===== config.mk =====
export PLATFORM = sky130hd
export DESIGN_NAME = lcpt_top
export DESIGN_NICKNAME = d
export VERILOG_FILES = /design/src/lcpt_pkg.sv /design/src/lcpt_top.sv
export VERILOG_INCLUDE_DIRS = /design/src /design/src/src
export SDC_FILE = /design/constraint.sdc
export NUM_CORES = 1
export LEC_CHECK = 0
export BUFFER_PORTS_ARGS = -buffer_cell sky130_fd_sc_hd__buf_2
export CAP_MARGIN = 20
export CORE_ASPECT_RATIO = 0.8
export CORE_UTILIZATION = 45
export DETAILED_ROUTE_END_ITERATION = 7
export PLACE_DENSITY_LB_ADDON = 0.12
export SLEW_MARGIN = 20
export SYNTH_ARGS = -nofsm -noshare
export SYNTH_HDL_FRONTEND = slang
export SYNTH_SLANG_ARGS = --single-unit

===== constraint.sdc =====
create_clock -name CLK -period 5.87 [get_ports CLK]
set_clock_uncertainty 0.2 [all_clocks]
set_input_delay 0.587 -clock CLK [delete_from_list [all_inputs] [get_ports CLK]]
set_output_delay 0.587 -clock CLK [all_outputs]
set_load 0.05 [all_outputs]

===== src/lcpt_params.svh =====
// register map, reset values and timing constants of the pulse timer
`ifndef LCPT_PARAMS_SVH
`define LCPT_PARAMS_SVH

// ----------------------------------------------------------------
// clock
// ----------------------------------------------------------------
`define LCPT_CLK_MHZ 25

// ----------------------------------------------------------------
// register byte offsets
// ----------------------------------------------------------------
`define LCPT_OFF_CFG_FIRST 8'h00
`define LCPT_OFF_CFG_SECOND 8'h04
`define LCPT_OFF_CLK_DIV 8'h08
`define LCPT_OFF_CLK_CTRL 8'h0C
`define LCPT_OFF_DELAY 8'h10
`define LCPT_OFF_HIGH 8'h20
`define LCPT_OFF_LOW 8'h30
`define LCPT_OFF_THRESH 8'h40
`define LCPT_OFF_IOUT 8'h50
`define LCPT_OFF_ALARM 8'h60
`define LCPT_OFF_FSETUP_LO 8'h64
`define LCPT_OFF_FSETUP_HI 8'h68
`define LCPT_OFF_FSTATUS 8'h6C

// ----------------------------------------------------------------
// field positions
// ----------------------------------------------------------------
`define LCPT_BIT_FB_RELEASE 5
`define LCPT_BIT_AUTO_SD 3
`define LCPT_BIT_EXT_CLK 2
`define LCPT_BIT_ALARM_CLR 0
`define LCPT_BIT_PD_CH0 0
`define LCPT_BIT_PD_CH1 4
`define LCPT_BIT_PD_CH2 0
`define LCPT_FLD_OUT_DIS 1:0
`define LCPT_FLD_DIV_DLY 3:0
`define LCPT_FLD_DIV_PLS 7:4
`define LCPT_FLD_IOUT_MSB 9:2
`define LCPT_FLD_FAULT_DLY 5:4

// ----------------------------------------------------------------
// reset values
// ----------------------------------------------------------------
`define LCPT_RST_THRESH 8'hFF
`define LCPT_RST_FSETUP_LO 8'h11
`define LCPT_RST_FSETUP_HI 8'h31

// ----------------------------------------------------------------
// fault settling delays in microseconds
// ----------------------------------------------------------------
`define LCPT_FAULT_US_50 50
`define LCPT_FAULT_US_100 100
`define LCPT_FAULT_US_200 200
`define LCPT_FAULT_US_500 500

`endif


===== src/lcpt_pkg.sv =====
// types shared by the pulse timer and its bench
package lcpt_pkg;

  typedef enum logic [1:0] {
    LCPT_ST_IDLE  = 2'h0,
    LCPT_ST_DELAY = 2'h1,
    LCPT_ST_HIGH  = 2'h3,
    LCPT_ST_LOW   = 2'h2
  } lcpt_state_type;

  typedef struct packed {
    logic        hsel;
    logic [31:0] haddr;
    logic [1:0]  htrans;
    logic        hwrite;
    logic [2:0]  hsize;
    logic [31:0] hwdata;
    logic        hready;
  } lcpt_ahb_req_type;

  typedef struct packed {
    logic [31:0] hrdata;
    logic        hreadyout;
    logic        hresp;
  } lcpt_ahb_rsp_type;

endpackage : lcpt_pkg


===== src/lcpt_top.sv =====
// three-channel led turn-on delay, pulse chopper and safety gating
//
// Design decisions made here: register access over AHB-Lite and the register offsets.
`timescale 1ns/1ps
`include "lcpt_params.svh"

// Contract
// 10-bit turn-on delay counts timer ticks
// on rise, count down; drive at zero
// on fall switches output off at once
// delay clock divides by 1 to 128
// delay count captured at on rise
// zero delay count bypasses the delay
// timers use internal or external clock
// delay behaves the same in all loop modes
// two 10-bit counters alternate on/off phases
// controller keeps pulse divider at least 8; not enforced here, and the bench chops at divide by 1
// release feedback during pulse-off when configured
// pulse counts captured at on rise
// zero pulse count disables chopping
// shutdown rise cuts drive, enters low power
// current msbs above threshold raise alarm
// alarms sticky until write-one clear
// auto shutdown forces dac input zero
// output-disable field turns outputs off
// low pin voltage flags channel fault
// three fault flags readable, not read-cleared
// fault assertion delayed after turn-on
// fault detectors set up per channel
// delay codes 50/100/200/500 us
// chopping starts with on phase after delay
// enable is on input gated and masked
module lcpt_top #(
  parameter int FAULT_CYC_200 = `LCPT_FAULT_US_200 * `LCPT_CLK_MHZ,
  parameter int FAULT_CYC_500 = `LCPT_FAULT_US_500 * `LCPT_CLK_MHZ
) (
  input wire logic CLK,
  input wire logic RST,
  input wire lcpt_pkg::lcpt_ahb_req_type AHB_REQ,
  output lcpt_pkg::lcpt_ahb_rsp_type AHB_RSP,
  input wire logic [2:0] CHANNEL_ON_INPUT,
  input wire logic EXT_CLK_IN,
  input wire logic SHUTDOWN_PIN,
  input wire logic [2:0] PIN_BELOW_THRESHOLD,
  output logic [2:0] CURRENT_ENABLE,
  output logic [2:0] DAC_FORCE_ZERO,
  output logic [2:0] FEEDBACK_RELEASE,
  output logic DRIVE_TENTH,
  output logic LOW_POWER
);
  import lcpt_pkg::*;

  localparam logic [13:0] FCYC_50 = 14'(`LCPT_FAULT_US_50 * `LCPT_CLK_MHZ);
  localparam logic [13:0] FCYC_100 = 14'(`LCPT_FAULT_US_100 * `LCPT_CLK_MHZ);
  localparam logic [13:0] FCYC_200 = 14'(FAULT_CYC_200);
  localparam logic [13:0] FCYC_500 = 14'(FAULT_CYC_500);

  // ----------------------------------------------------------------
  // functions
  // ----------------------------------------------------------------
  // divider code to prescaler mask; codes above 7 saturate at 128
  function automatic logic [6:0] div_mask(input logic [3:0] code);
    logic [2:0] sh;
    sh = code[3] ? 3'h0 : 3'(3'h7 - code[2:0]);
    div_mask = 7'h7F >> sh;
  endfunction : div_mask

  function automatic logic [7:0] ch_addr(input logic [7:0] base, input int c);
    ch_addr = base + 8'({c[1:0], 2'h0});
  endfunction : ch_addr

  function automatic logic [13:0] fault_cyc(input logic [1:0] code);
    case (code)
      2'h3: fault_cyc = FCYC_50;
      2'h2: fault_cyc = FCYC_100;
      2'h1: fault_cyc = FCYC_200;
      default: fault_cyc = FCYC_500;
    endcase
  endfunction : fault_cyc

  // ----------------------------------------------------------------
  // bus slave
  // ----------------------------------------------------------------
  logic [31:0] hrdata_ff;
  logic hready_ff;
  logic wr_pend_ff;
  logic rd_pend_ff;
  logic hit_ff;
  logic [7:0] addr_ff;
  logic [31:0] nxt_rdata;
  logic addr_take;

  assign addr_take = AHB_REQ.hsel & AHB_REQ.htrans[1] & AHB_REQ.hready;
  assign AHB_RSP = '{hrdata: hrdata_ff, hreadyout: hready_ff, hresp: 1'b0};

  // reads take one wait state so a preceding write is always visible
  always_ff @(posedge CLK) begin
    if (RST) begin
      hrdata_ff <= 32'h0;
      hready_ff <= 1'b1;
      wr_pend_ff <= 1'b0;
      rd_pend_ff <= 1'b0;
      hit_ff <= 1'b0;
      addr_ff <= 8'h0;
    end else begin
      wr_pend_ff <= addr_take & AHB_REQ.hwrite;
      if (addr_take) begin
        addr_ff <= AHB_REQ.haddr[7:0];
        hit_ff <= (AHB_REQ.haddr[31:8] == 24'h0);
      end
      if (addr_take & ~AHB_REQ.hwrite) begin
        hready_ff <= 1'b0;
        rd_pend_ff <= 1'b1;
      end else if (rd_pend_ff) begin
        hready_ff <= 1'b1;
        rd_pend_ff <= 1'b0;
        hrdata_ff <= nxt_rdata;
      end
    end
  end

  logic wr;
  logic [31:0] wd;
  assign wr = wr_pend_ff & hit_ff;
  assign wd = AHB_REQ.hwdata;

  // ----------------------------------------------------------------
  // software registers
  // ----------------------------------------------------------------
  logic [7:0] cfg_first_ff;
  logic [7:0] cfg_second_ff;
  logic [7:0] clk_div_ff;
  logic [7:0] clk_ctrl_ff;
  logic [7:0] fsetup_lo_ff;
  logic [7:0] fsetup_hi_ff;
  logic [9:0] dly_ff [3];
  logic [9:0] pulse_high_count_ff [3];
  logic [9:0] pulse_low_count_ff [3];
  logic [7:0] thr_ff [3];
  logic [9:0] iout_ff [3];

  always_ff @(posedge CLK) begin
    if (RST) begin
      cfg_first_ff <= 8'h0;
      cfg_second_ff <= 8'h0;
      clk_div_ff <= 8'h0;
      clk_ctrl_ff <= 8'h0;
      fsetup_lo_ff <= `LCPT_RST_FSETUP_LO;
      fsetup_hi_ff <= `LCPT_RST_FSETUP_HI;
      for (int c = 0; c < 3; c++) begin
        dly_ff[c] <= 10'h0;
        pulse_high_count_ff[c] <= 10'h0;
        pulse_low_count_ff[c] <= 10'h0;
        thr_ff[c] <= `LCPT_RST_THRESH;
        iout_ff[c] <= 10'h0;
      end
    end else if (wr) begin
      if (addr_ff == `LCPT_OFF_CFG_FIRST) cfg_first_ff <= wd[7:0];
      if (addr_ff == `LCPT_OFF_CFG_SECOND) cfg_second_ff <= wd[7:0];
      if (addr_ff == `LCPT_OFF_CLK_DIV) clk_div_ff <= wd[7:0];
      if (addr_ff == `LCPT_OFF_CLK_CTRL) clk_ctrl_ff <= wd[7:0];
      if (addr_ff == `LCPT_OFF_FSETUP_LO) fsetup_lo_ff <= wd[7:0];
      if (addr_ff == `LCPT_OFF_FSETUP_HI) fsetup_hi_ff <= wd[7:0];
      for (int c = 0; c < 3; c++) begin
        if (addr_ff == ch_addr(`LCPT_OFF_DELAY, c)) dly_ff[c] <= wd[9:0];
        if (addr_ff == ch_addr(`LCPT_OFF_HIGH, c)) pulse_high_count_ff[c] <= wd[9:0];
        if (addr_ff == ch_addr(`LCPT_OFF_LOW, c)) pulse_low_count_ff[c] <= wd[9:0];
        if (addr_ff == ch_addr(`LCPT_OFF_THRESH, c)) thr_ff[c] <= wd[7:0];
        if (addr_ff == ch_addr(`LCPT_OFF_IOUT, c)) iout_ff[c] <= wd[9:0];
      end
    end
  end

  // ----------------------------------------------------------------
  // timer clock source and dividers
  // ----------------------------------------------------------------
  logic ext_prev_ff;
  logic [6:0] pre_ff;
  logic base_tick;
  logic tick_dly;
  logic tick_pls;

  // the external clock must stay well below CLK since it is edge-sampled
  assign base_tick = clk_ctrl_ff[`LCPT_BIT_EXT_CLK] ? (EXT_CLK_IN & ~ext_prev_ff) : 1'b1;
  assign tick_dly = base_tick & (&(pre_ff | ~div_mask(clk_div_ff[`LCPT_FLD_DIV_DLY])));
  assign tick_pls = base_tick & (&(pre_ff | ~div_mask(clk_div_ff[`LCPT_FLD_DIV_PLS])));

  always_ff @(posedge CLK) begin
    if (RST) begin
      ext_prev_ff <= 1'b0;
      pre_ff <= 7'h0;
    end else begin
      ext_prev_ff <= EXT_CLK_IN;
      if (base_tick) pre_ff <= pre_ff + 7'h1;
    end
  end

  // ----------------------------------------------------------------
  // per-channel delay and pulse sequencer
  // ----------------------------------------------------------------
  lcpt_state_type st_ff [3];
  logic [9:0] cnt_ff [3];
  logic [9:0] cap_hi_ff [3];
  logic [9:0] cap_lo_ff [3];
  logic [2:0] chop_ff;
  logic [2:0] on_prev_ff;
  logic [2:0] on_rise;
  logic [2:0] on_fall;

  assign on_rise = CHANNEL_ON_INPUT & ~on_prev_ff;
  assign on_fall = ~CHANNEL_ON_INPUT & on_prev_ff;

  // loop mode is not an input here: delay and chopping ignore it entirely
  always_ff @(posedge CLK) begin
    if (RST) begin
      on_prev_ff <= 3'h0;
      chop_ff <= 3'h0;
      for (int c = 0; c < 3; c++) begin
        st_ff[c] <= LCPT_ST_IDLE;
        cnt_ff[c] <= 10'h0;
        cap_hi_ff[c] <= 10'h0;
        cap_lo_ff[c] <= 10'h0;
      end
    end else begin
      on_prev_ff <= CHANNEL_ON_INPUT;
      for (int c = 0; c < 3; c++) begin
        if (on_fall[c]) begin
          st_ff[c] <= LCPT_ST_IDLE;
        end else if (on_rise[c]) begin
          cap_hi_ff[c] <= pulse_high_count_ff[c];
          cap_lo_ff[c] <= pulse_low_count_ff[c];
          chop_ff[c] <= (|pulse_high_count_ff[c]) & (|pulse_low_count_ff[c]);
          if (dly_ff[c] == 10'h0) begin
            st_ff[c] <= LCPT_ST_HIGH;
            cnt_ff[c] <= pulse_high_count_ff[c];
          end else begin
            st_ff[c] <= LCPT_ST_DELAY;
            cnt_ff[c] <= dly_ff[c];
          end
        end else begin
          case (st_ff[c])
            LCPT_ST_DELAY: begin
              if (tick_dly) begin
                if (cnt_ff[c] == 10'h1) begin
                  st_ff[c] <= LCPT_ST_HIGH;
                  cnt_ff[c] <= cap_hi_ff[c];
                end else begin
                  cnt_ff[c] <= cnt_ff[c] - 10'h1;
                end
              end
            end
            LCPT_ST_HIGH: begin
              if (chop_ff[c] & tick_pls) begin
                if (cnt_ff[c] == 10'h1) begin
                  st_ff[c] <= LCPT_ST_LOW;
                  cnt_ff[c] <= cap_lo_ff[c];
                end else begin
                  cnt_ff[c] <= cnt_ff[c] - 10'h1;
                end
              end
            end
            LCPT_ST_LOW: begin
              if (tick_pls) begin
                if (cnt_ff[c] == 10'h1) begin
                  st_ff[c] <= LCPT_ST_HIGH;
                  cnt_ff[c] <= cap_hi_ff[c];
                end else begin
                  cnt_ff[c] <= cnt_ff[c] - 10'h1;
                end
              end
            end
            default: begin
            end
          endcase
        end
      end
    end
  end

  // ----------------------------------------------------------------
  // output gating and current alarms
  // ----------------------------------------------------------------
  logic [2:0] over;
  logic [2:0] drive;
  logic [2:0] alarm_ff;
  logic sd_prev_ff;
  logic auto_sd;
  logic alarm_clr;

  assign auto_sd = cfg_second_ff[`LCPT_BIT_AUTO_SD];
  assign alarm_clr = wr & (addr_ff == `LCPT_OFF_ALARM) & wd[`LCPT_BIT_ALARM_CLR];

  always_comb begin
    for (int c = 0; c < 3; c++) begin
      over[c] = iout_ff[c][`LCPT_FLD_IOUT_MSB] > thr_ff[c];
      // a zero delay count drives in the rise cycle itself
      drive[c] = CHANNEL_ON_INPUT[c]
        & ((st_ff[c] == LCPT_ST_HIGH) | (on_rise[c] & (dly_ff[c] == 10'h0)))
        & ~SHUTDOWN_PIN & ~(|cfg_second_ff[`LCPT_FLD_OUT_DIS])
        & ~(auto_sd & over[c]);
    end
  end

  always_ff @(posedge CLK) begin
    if (RST) begin
      CURRENT_ENABLE <= 3'h0;
      DAC_FORCE_ZERO <= 3'h0;
      FEEDBACK_RELEASE <= 3'h0;
      DRIVE_TENTH <= 1'b0;
      LOW_POWER <= 1'b0;
      sd_prev_ff <= 1'b0;
      alarm_ff <= 3'h0;
    end else begin
      CURRENT_ENABLE <= drive;
      DAC_FORCE_ZERO <= {3{auto_sd}} & over;
      for (int c = 0; c < 3; c++) begin
        FEEDBACK_RELEASE[c] <= cfg_first_ff[`LCPT_BIT_FB_RELEASE]
          & (st_ff[c] == LCPT_ST_LOW);
      end
      sd_prev_ff <= SHUTDOWN_PIN;
      DRIVE_TENTH <= SHUTDOWN_PIN;
      if (SHUTDOWN_PIN & ~sd_prev_ff) LOW_POWER <= 1'b1;
      else if (~SHUTDOWN_PIN) LOW_POWER <= 1'b0;
      // a new excess in the clear cycle survives the clear
      alarm_ff <= (alarm_ff & ~{3{alarm_clr}}) | over;
    end
  end

  // ----------------------------------------------------------------
  // led open/short fault detection
  // ----------------------------------------------------------------
  logic [13:0] settle_ff [3];
  logic [2:0] drive_prev_ff;
  logic [2:0] fault_ff;
  logic [2:0] fault_en;
  logic [2:0] fault_clr;

  assign fault_en = ~{fsetup_hi_ff[`LCPT_BIT_PD_CH2], fsetup_lo_ff[`LCPT_BIT_PD_CH1],
                      fsetup_lo_ff[`LCPT_BIT_PD_CH0]};
  assign fault_clr = {3{wr & (addr_ff == `LCPT_OFF_FSTATUS)}} & wd[2:0];

  always_ff @(posedge CLK) begin
    if (RST) begin
      drive_prev_ff <= 3'h0;
      fault_ff <= 3'h0;
      for (int c = 0; c < 3; c++) settle_ff[c] <= 14'h0;
    end else begin
      drive_prev_ff <= drive;
      for (int c = 0; c < 3; c++) begin
        if (drive[c] & ~drive_prev_ff[c]) begin
          settle_ff[c] <= fault_cyc(fsetup_hi_ff[`LCPT_FLD_FAULT_DLY]);
        end else if (settle_ff[c] != 14'h0) begin
          settle_ff[c] <= settle_ff[c] - 14'h1;
        end
        // driven or not, a low pin means open or short
        fault_ff[c] <= (fault_ff[c] & ~fault_clr[c])
          | (PIN_BELOW_THRESHOLD[c] & fault_en[c] & (settle_ff[c] == 14'h0));
      end
    end
  end

  // ----------------------------------------------------------------
  // read mux
  // ----------------------------------------------------------------
  always_comb begin
    nxt_rdata = 32'h0;
    if (hit_ff) begin
      case (addr_ff)
        `LCPT_OFF_CFG_FIRST: nxt_rdata = {24'h0, cfg_first_ff};
        `LCPT_OFF_CFG_SECOND: nxt_rdata = {24'h0, cfg_second_ff};
        `LCPT_OFF_CLK_DIV: nxt_rdata = {24'h0, clk_div_ff};
        `LCPT_OFF_CLK_CTRL: nxt_rdata = {24'h0, clk_ctrl_ff};
        `LCPT_OFF_ALARM: nxt_rdata = {29'h0, alarm_ff};
        `LCPT_OFF_FSETUP_LO: nxt_rdata = {24'h0, fsetup_lo_ff};
        `LCPT_OFF_FSETUP_HI: nxt_rdata = {24'h0, fsetup_hi_ff};
        `LCPT_OFF_FSTATUS: nxt_rdata = {29'h0, fault_ff};
        default: begin
          for (int c = 0; c < 3; c++) begin
            if (addr_ff == ch_addr(`LCPT_OFF_DELAY, c)) nxt_rdata = {22'h0, dly_ff[c]};
            if (addr_ff == ch_addr(`LCPT_OFF_HIGH, c))
              nxt_rdata = {22'h0, pulse_high_count_ff[c]};
            if (addr_ff == ch_addr(`LCPT_OFF_LOW, c))
              nxt_rdata = {22'h0, pulse_low_count_ff[c]};
            if (addr_ff == ch_addr(`LCPT_OFF_THRESH, c)) nxt_rdata = {24'h0, thr_ff[c]};
            if (addr_ff == ch_addr(`LCPT_OFF_IOUT, c)) nxt_rdata = {22'h0, iout_ff[c]};
          end
        end
      endcase
    end
  end

endmodule : lcpt_top


* Yosys cells after proc, flatten, opt, wreduce, memory -nomap -nowiden
Memory sizes are Yosys's and may differ from the RTL's.
Index checks and enable logic that the tools add are counted.
** Cells by class
- Equality and inequality tests :: 38
- Order comparisons :: 3
- Add/sub/neg operators :: 9
- Bitwise operators :: 158
- Reduce and logical (&&, ||, !) cells :: 31
- Multiplexer cells :: 349
- Shift operators :: 2
** Operator list (count)
- 2-to-1 mux 32 bit :: 15
- 2-to-1 mux 10 bit :: 43
- case mux 32 bit (8 select lines) :: 1
- 2-to-1 mux 1 bit :: 254
- 2-to-1 mux 14 bit :: 12
- == test 8 x 7 -> 1 bit (second input constant) :: 10
- OR 1 bit :: 75
- OR reduction 10 bit :: 6
- AND 1 bit :: 51
- == test 8 x 6 -> 1 bit (second input constant) :: 6
- zero test 14 bit :: 3
- case mux 14 bit (3 select lines) :: 1
- nonzero test 14 bit :: 3
- subtractor 14 x 1 -> 14 bit (second input constant) :: 3
- 2-to-1 mux 2 bit :: 18
- == test 10 x 1 -> 1 bit (second input constant) :: 3
- zero test 10 bit :: 3
- subtractor 10 x 1 -> 10 bit (second input constant) :: 3
- == test 8 x 5 -> 1 bit (second input constant) :: 3
- greater-than comparator 8 bit :: 3
- zero test 24 bit :: 1
- 2-to-1 mux 8 bit :: 3
- AND reduction 2 bit :: 10
- NOT 1 bit :: 18
- 18 further kinds :: 42
** Word-level totals
- Memories kept :: 10
- Output and inout port bits :: 45
- Bits of input ports :: 82
- Flip-flop bits (word level) :: 123
- Word-level logic and storage cells :: 625
- Bits in writable memories :: 282
** Memories
- settle_ff :: depth 3, bits a word 14, rd ports 3, clocked after Yosys merged registers in 0, write ports 3, RTL line lcpt_top.sv:332 : logic [13:0] settle_ff [3];
- cap_hi_ff :: depth 3, bits a word 10, rd ports 3, clocked after Yosys merged registers in 0, write ports 3, RTL line lcpt_top.sv:203 : logic [9:0] cap_hi_ff [3];
- cap_lo_ff :: depth 3, bits a word 10, rd ports 3, clocked after Yosys merged registers in 0, write ports 3, RTL line lcpt_top.sv:204 : logic [9:0] cap_lo_ff [3];
- cnt_ff :: depth 3, bits a word 10, rd ports 3, clocked after Yosys merged registers in 0, write ports 3, RTL line lcpt_top.sv:202 : logic [9:0] cnt_ff [3];
- dly_ff :: depth 3, bits a word 10, rd ports 3, clocked after Yosys merged registers in 0, write ports 3, RTL line lcpt_top.sv:136 : logic [9:0] dly_ff [3];
- iout_ff :: depth 3, bits a word 10, rd ports 3, clocked after Yosys merged registers in 0, write ports 3, RTL line lcpt_top.sv:140 : logic [9:0] iout_ff [3];
- 4 more memories

* Longest topological paths before layout
Gate-level depths: netlist of run 1.
- Word-level depth :: 19
- Mapped depth :: 11
- Mapped depth without buffers :: 9

* Least setup slack after synthesis of run 1
No wires, ideal clock.
- Kind :: register to register
- Start :: memory settle_ff[1][0]
- End :: memory settle_ff[0][13] (data pin)
- Cell stages (with the launch flop) :: 12
- Arrival :: 2.495 ns
- Required time :: 5.394 ns
- Path slack :: 2.899 ns
- Clock period less this slack :: 2.971 ns
- Cells stage by stage :: edfxtp_1 inv_1 ha_1 or3b_4 or4_4 nor3b_2 inv_2 a211o_1 o21ai_2 buf_4 buf_6 a211oi_1
** RTL lines (RTL line)
- start: declaration :: lcpt_top.sv:332

==> results of run 1 <==
[worst max-delay path, stage by stage (launching register included)]
cell,delay [ns]
dfxtp_1,0.49
and4bb_2,0.26
o32ai_1,0.30
nand4b_1,0.72
o31ai_2,0.30
nor3_4,0.94
nor3_4,0.18
a221o_1,0.40
[cell usage in the layout, fill, tap and decap left out, drive strengths merged, types with 19 or more instances in the layout]
cell type	count
xor2	31
buf	113
conb	23
a211oi	32
mux2i	28
ha	39
and3	19
xnor2	32
inv	65
dfxtp	101
clkbuf	55
edfxtp	282
a22oi	31
nor2b	78
nor4	37
a21oi	137
nand3	72
o22ai	23
o21ai	80
or3	22
nand2	255
nor3	60
and2	48
nor2	161
[routing by layer]
metal / track usage (%) / part of all wire [%]
met5: 0 / 0
met4: 6.66 / 1.9
met3: 6.05 / 11
met2: 41.4 / 42
met1: 45.3 / 46
[stage by stage]
step                total power, mW  instances  cell area (µm²)
finish                         6.82       2692            22400
detailed placement             4.10       2616            21000
global route                   7.05       2692            22400
global placement               4.08       2616            21000
CTS                            6.85       2692            22400
floorplan                      3.84       2030            20100
[layout make-up]
class | instances | area (µm²) | share of cell area, %
Clock inverter | 21 | 199 | 0.887
Tap cell | 595 | 744 | 3.32
Inverter | 61 | 229 | 1.02
Clock buffer | 55 | 1240 | 5.51
Timing Repair Buffer | 113 | 658 | 2.93
Sequential cell | 383 | 10500 | 46.8
Multi-Input combinational cell | 1464 | 8880 | 39.6
[cells by family after synthesis]
family | count (synthesis) | share of synthesized area [%]
flip-flops | 383 | 52.3
multiplexers | 33 | 1.68
AND/OR/NAND/NOR | 835 | 21.1
AO/OA/AOI/OAI | 471 | 15.7
adder cells (fa/ha/maj) | 39 | 2.43
XOR/XNOR | 63 | 2.75
other | 1 | 0.0187
buffers and inverters | 183 | 4.07
[registers in the layout, indices dropped and copies added (netlist names), 6 cells and up]
name / cells
fsetup_lo_ff: 8
addr_ff: 8
settle_ff: 42
pulse_low_count_ff: 30
cnt_ff: 30
iout_ff: 30
pre_ff: 7
st_ff: 6
thr_ff: 24
pulse_high_count_ff: 30
cfg_second_ff: 8
clk_div_ff: 8
cap_hi_ff: 30
hrdata_ff: 10
fsetup_hi_ff: 8
cfg_first_ff: 8
dly_ff: 30
clk_ctrl_ff: 8
cap_lo_ff: 30
[report_power, final]
part           internal (mW)  total [mW]  switching, mW
Clock                   1.62        2.75           1.13
Combinational          0.291       0.802          0.511
Sequential              3.09        3.26          0.169
Total                   5.01        6.82           1.81
[cell usage after synthesis (all sizes together), types with 47 or more instances]
master	n	area share, %
and2	48	1.5
nor3	60	1.7
buf	47	1.5
o21ai	80	2.0
clkbuf	75	1.4
nand2	255	4.8
inv	61	1.1
nor2b	78	2.4
edfxtp	282	42
nor2	161	3.0
a21oi	137	3.4
nand3	72	1.8
dfxtp	101	10
[worst paths after layout]
check        slack, ns                endpoint  depth (start not counted)                       start
max reg2reg       1.81  cnt_ff[2][7]$_DFFE_PP_                          7  clk_div_ff[7]$_SDFFE_PP0P_
min               0.06   rd_pend_ff$_SDFF_PP0_                          2                 AHB_REQ[36]
max               1.81  cnt_ff[2][7]$_DFFE_PP_                          7  clk_div_ff[7]$_SDFFE_PP0P_
min reg2reg       0.24  LOW_POWER$_SDFFE_PP0P_                          1       sd_prev_ff$_SDFF_PP0_
==> reports/metrics.yaml, run 1 <==
status: "finished clean"
cts_tree: "built"
ant_nets: 0
leakagePower_nw: 8.33
dieArea_mm2: 0.0454
post-dp-hpwl_um: 50300
layout.nets: 2185
fmax_ghz: 0.246
portBuffers: 77
synth-seq-cells: 383
grt_pass1_wl_um: 98000
syn_area_mm2: 0.0201
grt_max_degree: 47
cts_hold_buf: 0
num_io_pins: 127
end_kind: "flop"
slew_viol_final: 0
cp.arrival_ns: 4.16
via_per_inst: 6.18
worstMarginPinSlew_ns: 1.06
cts_root_buf: "clkbuf_16"
place_congestion: 0.978
cp.required_ns: 5.97
crit_fanout: 19
wirelength_um: 67500
avgSynthCellArea_um2: 9.99
clk_path_buf_depth: 3
ys.flop_type: "edfxtp_1"
grt_remaining_overflow: 0
n_fill_cell: 3999
grt_usage_pct: 29.2
core_area_mm2: 0.0436
hold_class: "in -> reg"
ys_types: 90
clkSinkCount: 383
antenna_found_initial: 1
synthArstFlopShare_pct: 0
post_cts_resized: 0
yosysWarningCount: 0
grt_setup_unrepaired: "false"
insertion_delay_ns: 0.56
die_w_um: 238
die_height_um: 191
grt_pass1_vias: 15000
num_rows: 68
initial_utilization_pct: 46.0
hold_slack_ns: 0.0552
drc: 0
timing.setup.tns_ns: 0
min_period_ns: 4.06
drv_cap: 0
cts-htree-levels: 2
syn_inst: 2008
drive_gt1_share_pct: 11.0
powerDensity_mw_per_mm2: 304
dp_slack_ns: 1.69
finalCritPeriodShare_pct: 69.2
worstSetupPathType: "reg -> reg"
antenna_cells: 0
dr.pass1.iters: 6
final_util_pct: 51.5
cp-start-kind: "flop"
finalSetupViolCount: 0
synth_edf_count: 282
yosysSeqAreaShare_pct: 52.3
postCtsSetupBuffers: 0
drt_iter0_drc: 2064
syn_to_final_growth_pct: 11.9
clkSlewWorstSetupHoldPaths_ns: 0.06
vias: 16600
ir_worst_vdd_mv: 0.245
wl_per_cell_um: 25.1
timing.final.ws_setup_ns: 1.81
cts_buffers: 41
relSlewSlack_pct: 29.1
hold_viol: 0
(Power assumes the default switching activity.)
==> run 2: changes to the inputs <==
==> constraint.sdc (replaced) <==
create_clock -name CLK -period 4.25 [get_ports CLK]
set_clock_uncertainty 0.2 [all_clocks]
set_input_delay 0.425 -clock CLK [delete_from_list [all_inputs] [get_ports CLK]]
set_output_delay 0.425 -clock CLK [all_outputs]
set_load 0.05 [all_outputs]
==> reports/metrics.yaml, run 2 (same netlist as run 1, synthesis figures left out) <==
status: "finished clean"
drive_gt1_share_pct: 11.7  # +0.66 points
finalSetupViolCount: 0  # unchanged
largest_reg_flops: 42  # unchanged
cp.required_ns: 4.34  # -1.63 ns
fmax_ghz: 0.282  # +15%
end_kind: "flop"
postCtsSetupBuffers: 0  # unchanged
reg2reg_from: "clk_div_ff[7]$_SDFFE_PP0P_"
min_path_cells: 6  # +4
cp.arrival_ns: 3.63  # -0.53 ns
stdcell_area_mm2: 0.0226  # +0.92%
insertion_delay_ns: 0.55  # about the same
post-dp-hpwl_um: 51100  # +1.5%
r2r_end: "cnt_ff[2][7]$_DFFE_PP_"
cp_num_buf_inv: 0  # unchanged
cp_top_family: "simple AND/OR/NAND/NOR gates"
top_register: "settle_ff"
max_stage_delay_ns: 0.86  # -0.08 ns
layout_common_cells: "edfxtp_1 (282), nand2_1 (254), nor2_1 (161), a21oi_1 (137), dfxtp_1 (101)"
grt_pass1_wl_um: 101000  # +2.6%
cts_root_buf: "clkbuf_16"
drc: 0  # unchanged
holdPathEnd: "hit_ff$_SDFFE_PP0P_"
vias: 16800  # +0.93%
cts-htree-levels: 2  # unchanged
drt_iter0_drc: 2258  # +9.4%
num_rows: 68  # unchanged
cts_hold_buf: 14  # +14
via_per_inst: 6.14  # -0.59%
portBuffers: 77  # unchanged
ff2ff_setup_slack_ns: 0.71  # -1.10 ns
initial_utilization_pct: 46.0  # unchanged
die_w_um: 238  # unchanged
place_congestion: 0.985  # +0.80%
crit_fanout: 19  # unchanged
clkSinkCount: 383  # unchanged
grt_usage_pct: 29.8  # +0.60 points
final_common_cell: "edfxtp_1"
num_io_pins: 127  # unchanged
worstMarginPinSlew_ns: 1.04  # -0.0155 ns
rr_worst_depth: 7  # unchanged
leakagePower_nw: 8.44  # +1.3%
ant_nets: 0  # unchanged
worstSetupPathType: "reg -> reg"
grt_max_degree: 78  # +66%
placed_cells: 2641  # +0.96%
grt_setup_unrepaired: "false"
place_area_mm2: 0.0212  # +0.92%
clk_path_buf_depth: 3  # unchanged
cp-start-kind: "flop"
path_cells: "and4bb_2 > o32ai_1 > nand4b_1 > o31ai_2 > nor3_4 > nor3_4 > a221o_1"
timing.setup.tns_ns: 0  # unchanged
cts_tree: "built"
slew_viol_final: 0  # unchanged
min_period_ns: 3.54  # -0.520 ns
layout.nets: 2224  # +1.8%
hold_viol: 0  # unchanged
finalCritPeriodShare_pct: 83.3  # +14 points
cts_buffers: 41  # unchanged
final_cells: 2733  # +1.5%
cp_slowest_cell: "nor3_4"
crit_top_cell: "nor3_4"
antenna_found_initial: 6  # +5
drv_cap: 0  # unchanged
wl_per_cell_um: 24.9  # -0.54%
clkSlewWorstSetupHoldPaths_ns: 0.06  # about the same
power_mw: 9.18  # +35%
hold_slack_ns: 0.0768  # +0.0216 ns
relSlewSlack_pct: 29.9  # +0.73 points
post_cts_resized: 0  # unchanged
hold_start: "AHB_REQ[58]"
ir_worst_vdd_mv: 0.338  # +38%
grt_remaining_overflow: 0  # unchanged
syn_to_final_growth_pct: 12.9
grt_pass1_vias: 15500  # +3.7%
dr.pass1.iters: 6  # unchanged
wirelength_um: 68100  # +0.98%
powerDensity_mw_per_mm2: 406  # +33%
core_area_mm2: 0.0436  # unchanged
hold_class: "in -> reg"
die_height_um: 191  # unchanged
dieArea_mm2: 0.0454  # unchanged
-- run 2: changes by cell type in the layout (fill, tap and decap cells not counted), sizes merged, moves of 3 or more --
| cell | delta |
|---|---|
| buf | +25 |
| clkbuf | -6 |
| clkinv | +4 |
| clkinvlp | +3 |
| diode | +5 |
| dlygate4sd3 | +14 |
| inv | -3 |
-- run 2: metal layers --
metal  part of all wire, %  GRT usage, %
met1                    46          45.9
met2                    41          41.2
met3                    11          6.82
met4                   2.6          8.75
met5                 0.021             0
-- run 2: layout make-up --
cell class	instances	area [µm²]
fillers	4016	20900
multi-input cells	1464	8870
diodes	5	12.5
flip-flops and latches	383	10500
repair buffers	152	986
inverters	61	229
clock buffers	49	1130
clock inverters	24	184
well taps	595	744
-- run 2: power breakdown --
part / total [mW] / internal, mW / leakage [nW] / switching (mW)
logic: 1.12 / 0.416 / 4.06 / 0.704
registers: 4.51 / 4.27 / 3.74 / 0.236
clock network: 3.55 / 2.02 / 0.637 / 1.53
total: 9.18 / 6.71 / 8.44 / 2.47
-- run 2: worst max-delay path by stage --
stage / depth (start not counted) / end / from / slack [ns]
final: 7 / cnt_ff[2][7]$_DFFE_PP_ / clk_div_ff[7]$_SDFFE_PP0P_ / 0.71
after global routing: 7 / cnt_ff[2][9]$_DFFE_PP_ / clk_div_ff[7]$_SDFFE_PP0P_ / 0.53
after CTS: 9 / cnt_ff[2][2]$_DFFE_PP_ / EXT_CLK_IN / 0.68
after detailed placement: 8 / cnt_ff[2][3]$_DFFE_PP_ / EXT_CLK_IN / 0.67
after global placement: 9 / cnt_ff[1][4]$_SDFFCE_PP0P_ / EXT_CLK_IN / 0.52
after floorplan: 11 / settle_ff[0][13]$_SDFFCE_PP0P_ / settle_ff[1][0]$_SDFFCE_PN0P_ / 1.28
-- run 2: tightest hold or removal path, cell delays in order --
cell     delay, ns
buf_2         0.08
nor4_1        0.03
nand2_1       0.05
nor3_1        0.04
a21oi_1       0.11
nor2_1        0.04
-- run 2: per-stage QoR --
step	utilization [%]	worst slack (ns)
floorplan	-	1.28
global placement	48.6	0.517
detailed placement	48.6	0.675
CTS	52.0	0.684
global route	52.0	0.529
finish	52.0	0.708
==> run 3: changes to the inputs <==
==> constraint.sdc (replaced) <==
create_clock -name CLK -period 3.4 [get_ports CLK]
set_clock_uncertainty 0.2 [all_clocks]
set_input_delay 0.34 -clock CLK [delete_from_list [all_inputs] [get_ports CLK]]
set_output_delay 0.34 -clock CLK [all_outputs]
set_load 0.05 [all_outputs]
==> reports/metrics.yaml, run 3 (same netlist as run 1, synthesis figures left out) <==
num_rows: 68  # unchanged
slew_viol_final: 0  # unchanged
grt_setup_unrepaired: "false"
cp.arrival_ns: 3.39  # -0.24 ns
timing.setup.tns_ns: 0  # unchanged
crit_top_cell: "o22ai_1"
max_stage_delay_ns: 0.81  # -0.05 ns
relSlewSlack_pct: 34.9  # +5.0 points
place_area_mm2: 0.0214  # +1.1%
grt_max_degree: 77  # -1.3%
die_height_um: 191  # unchanged
clkSlewWorstSetupHoldPaths_ns: 0.06  # about the same
final_common_cell: "edfxtp_1"
ant_nets: 0  # unchanged
insertion_delay_ns: 0.56  # about the same
grt_pass1_wl_um: 101000  # about the same
antenna_cells: 0  # -5
cp_top_family: "compound AO/OA/AOI/OAI gates"
layout_common_cells: "edfxtp_1 (282), nand2_1 (254), nor2_1 (161), a21oi_1 (137), dfxtp_1 (100)"
wirelength_um: 68100  # about the same
worstMarginPinSlew_ns: 0.969  # -0.0748 ns
ir_worst_vdd_mv: 0.411  # +21%
wl_met1_um: 31300  # +0.84%
stdcell_area_mm2: 0.0230  # +1.4%
clkSinkCount: 383  # unchanged
place_congestion: 0.976  # -0.94%
cp_slowest_cell: "o31ai_1"
drt_iter0_drc: 2278  # +0.89%
initial_utilization_pct: 46.0  # unchanged
drive_gt1_share_pct: 12.7  # +1.0 points
largest_reg_flops: 42  # unchanged
cp_num_buf_inv: 1  # +1
vias: 16700  # -0.60%
fmax_ghz: 0.302  # +7.1%
cts_buffers: 42  # +2.4%
top_layer: "met5"
path_cells: "ha_1 > a21o_1 > a21oi_1 > o2111a_1 > o31ai_1 > o22ai_1 > o21ai_2 > buf_12 > o22ai_1"
die_w_um: 238  # unchanged
top_register: "settle_ff"
leakagePower_nw: 8.62  # +2.2%
post-dp-hpwl_um: 51100  # about the same
min_period_ns: 3.31  # -0.235 ns
crit_fanout: 39  # +20
clk_path_buf_depth: 3  # unchanged
wl_per_cell_um: 24.6  # -1.2%
drv_cap: 0  # unchanged
portBuffers: 77  # unchanged
n_fill_cell: 3979  # -0.92%
grt_remaining_overflow: 0  # unchanged
syn_to_final_growth_pct: 14.5
cts-htree-levels: 2  # unchanged
cp.required_ns: 3.49  # -0.85 ns
grt_pass1_vias: 15500  # +0.039%
dieArea_mm2: 0.0454  # unchanged
powerDensity_mw_per_mm2: 503  # +24%
wl_met3_um: 7010  # -7.7%
drc: 0  # unchanged
hold_class: "in -> reg"
num_io_pins: 127  # unchanged
met2_length_um: 28200  # +1.7%
worstSetupPathType: "reg -> reg"
finalSetupViolCount: 0  # unchanged
hold_viol: 0  # unchanged
cp-start-kind: "flop"
grt_usage_pct: 29.9  # +0.043 points
status: "finished clean"
antenna_found_initial: 6  # unchanged
cts_tree: "built"
layout.nets: 2257  # +1.5%
core_area_mm2: 0.0436  # unchanged
end_kind: "flop"
via_per_inst: 6.04  # -1.7%
cts_root_buf: "clkbuf_16"
finalCritPeriodShare_pct: 97.3  # +14 points
dr.pass1.iters: 6  # unchanged
-- run 3: cell types whose count changed in the layout (fill, tap and decap cells not counted), sizes merged --
cell / delta
buf: +26
dlygate4sd3: +6
diode: -5
clkbuf: +3
clkinvlp: -3
inv: +2
clkinv: +1
-- run 3: final timing paths --
check	start	end	slack [ns]	cells past startpoint
worst max-delay path	iout_ff[0][18]$_DFFE_PP_	settle_ff[2][3]$_DFFE_PP_	0.09	9
worst min-delay path	PIN_BELOW_THRESHOLD[0]	fault_ff[0]$_SDFF_PP0_	0.02	4
worst max register to register	iout_ff[0][18]$_DFFE_PP_	settle_ff[2][3]$_DFFE_PP_	0.09	9
worst min register to register	sd_prev_ff$_SDFF_PP0_	LOW_POWER$_SDFFE_PP0P_	0.24	1
-- run 3: what timing repair did --
action                                  CTS  global route
setup buffers                             0             0
endpoints found under the setup margin    0             2
resized for setup                         0             2
hold buffers                             20             0
hold endpoints to repair                 20             0
-- run 3: per-stage QoR --
stage | hold WS, ns | setup slack [ns] | cells | power (mW) | utilization (%)
4_1_cts | 0.00404 | 0.116 | 2763 | 11.6 | 52.7
3_5_place_dp | 0.236 | 0.129 | 2667 | 7.12 | 49.2
3_3_place_gp | 0.219 | 0.167 | 2667 | 7.10 | 49.2
2_1_floorplan | 0.217 | 0.429 | 2030 | 6.63 | -
6_report | 0.0201 | 0.0933 | 2763 | 11.6 | 52.7
5_1_grt | 0.0318 | 0.0156 | 2763 | 12.0 | 52.7
-- run 3: cell type report --
type / instances / area (µm²) / share of cell area [%]
clock inverter: 24 / 175 / 0.763
sequential: 383 / 10500 / 45.7
clock buffer: 52 / 1150 / 5.01
timing repair buffer: 184 / 1290 / 5.62
multi-input combinational: 1464 / 8870 / 38.7
tap: 595 / 744 / 3.24
inverter: 61 / 229 / 0.997
-- run 3: worst register-to-register path, stage by stage (launching register included) --
cell	delay, ns
edfxtp_1	0.49
ha_1	0.36
a21o_1	0.11
a21oi_1	0.09
o2111a_1	0.19
o31ai_1	0.81
o22ai_1	0.21
o21ai_2	0.24
buf_12	0.23
o22ai_1	0.12
-- run 3: where the power goes --
| group | switching, mW | leakage (nW) | total (mW) | internal (mW) |
|---|---|---|---|---|
| clock | 1.93 | 0.652 | 4.48 | 2.55 |
| combinational | 0.892 | 4.23 | 1.44 | 0.550 |
| sequential | 0.293 | 3.74 | 5.63 | 5.34 |
| total | 3.11 | 8.62 | 11.6 | 8.44 |
-- run 3: metal layers --
layer	track usage, %	up-vias
li1	-	7676
met5	0	-
met1	46.4	8124
met3	5.75	87
met4	7.30	2
met2	42.2	804
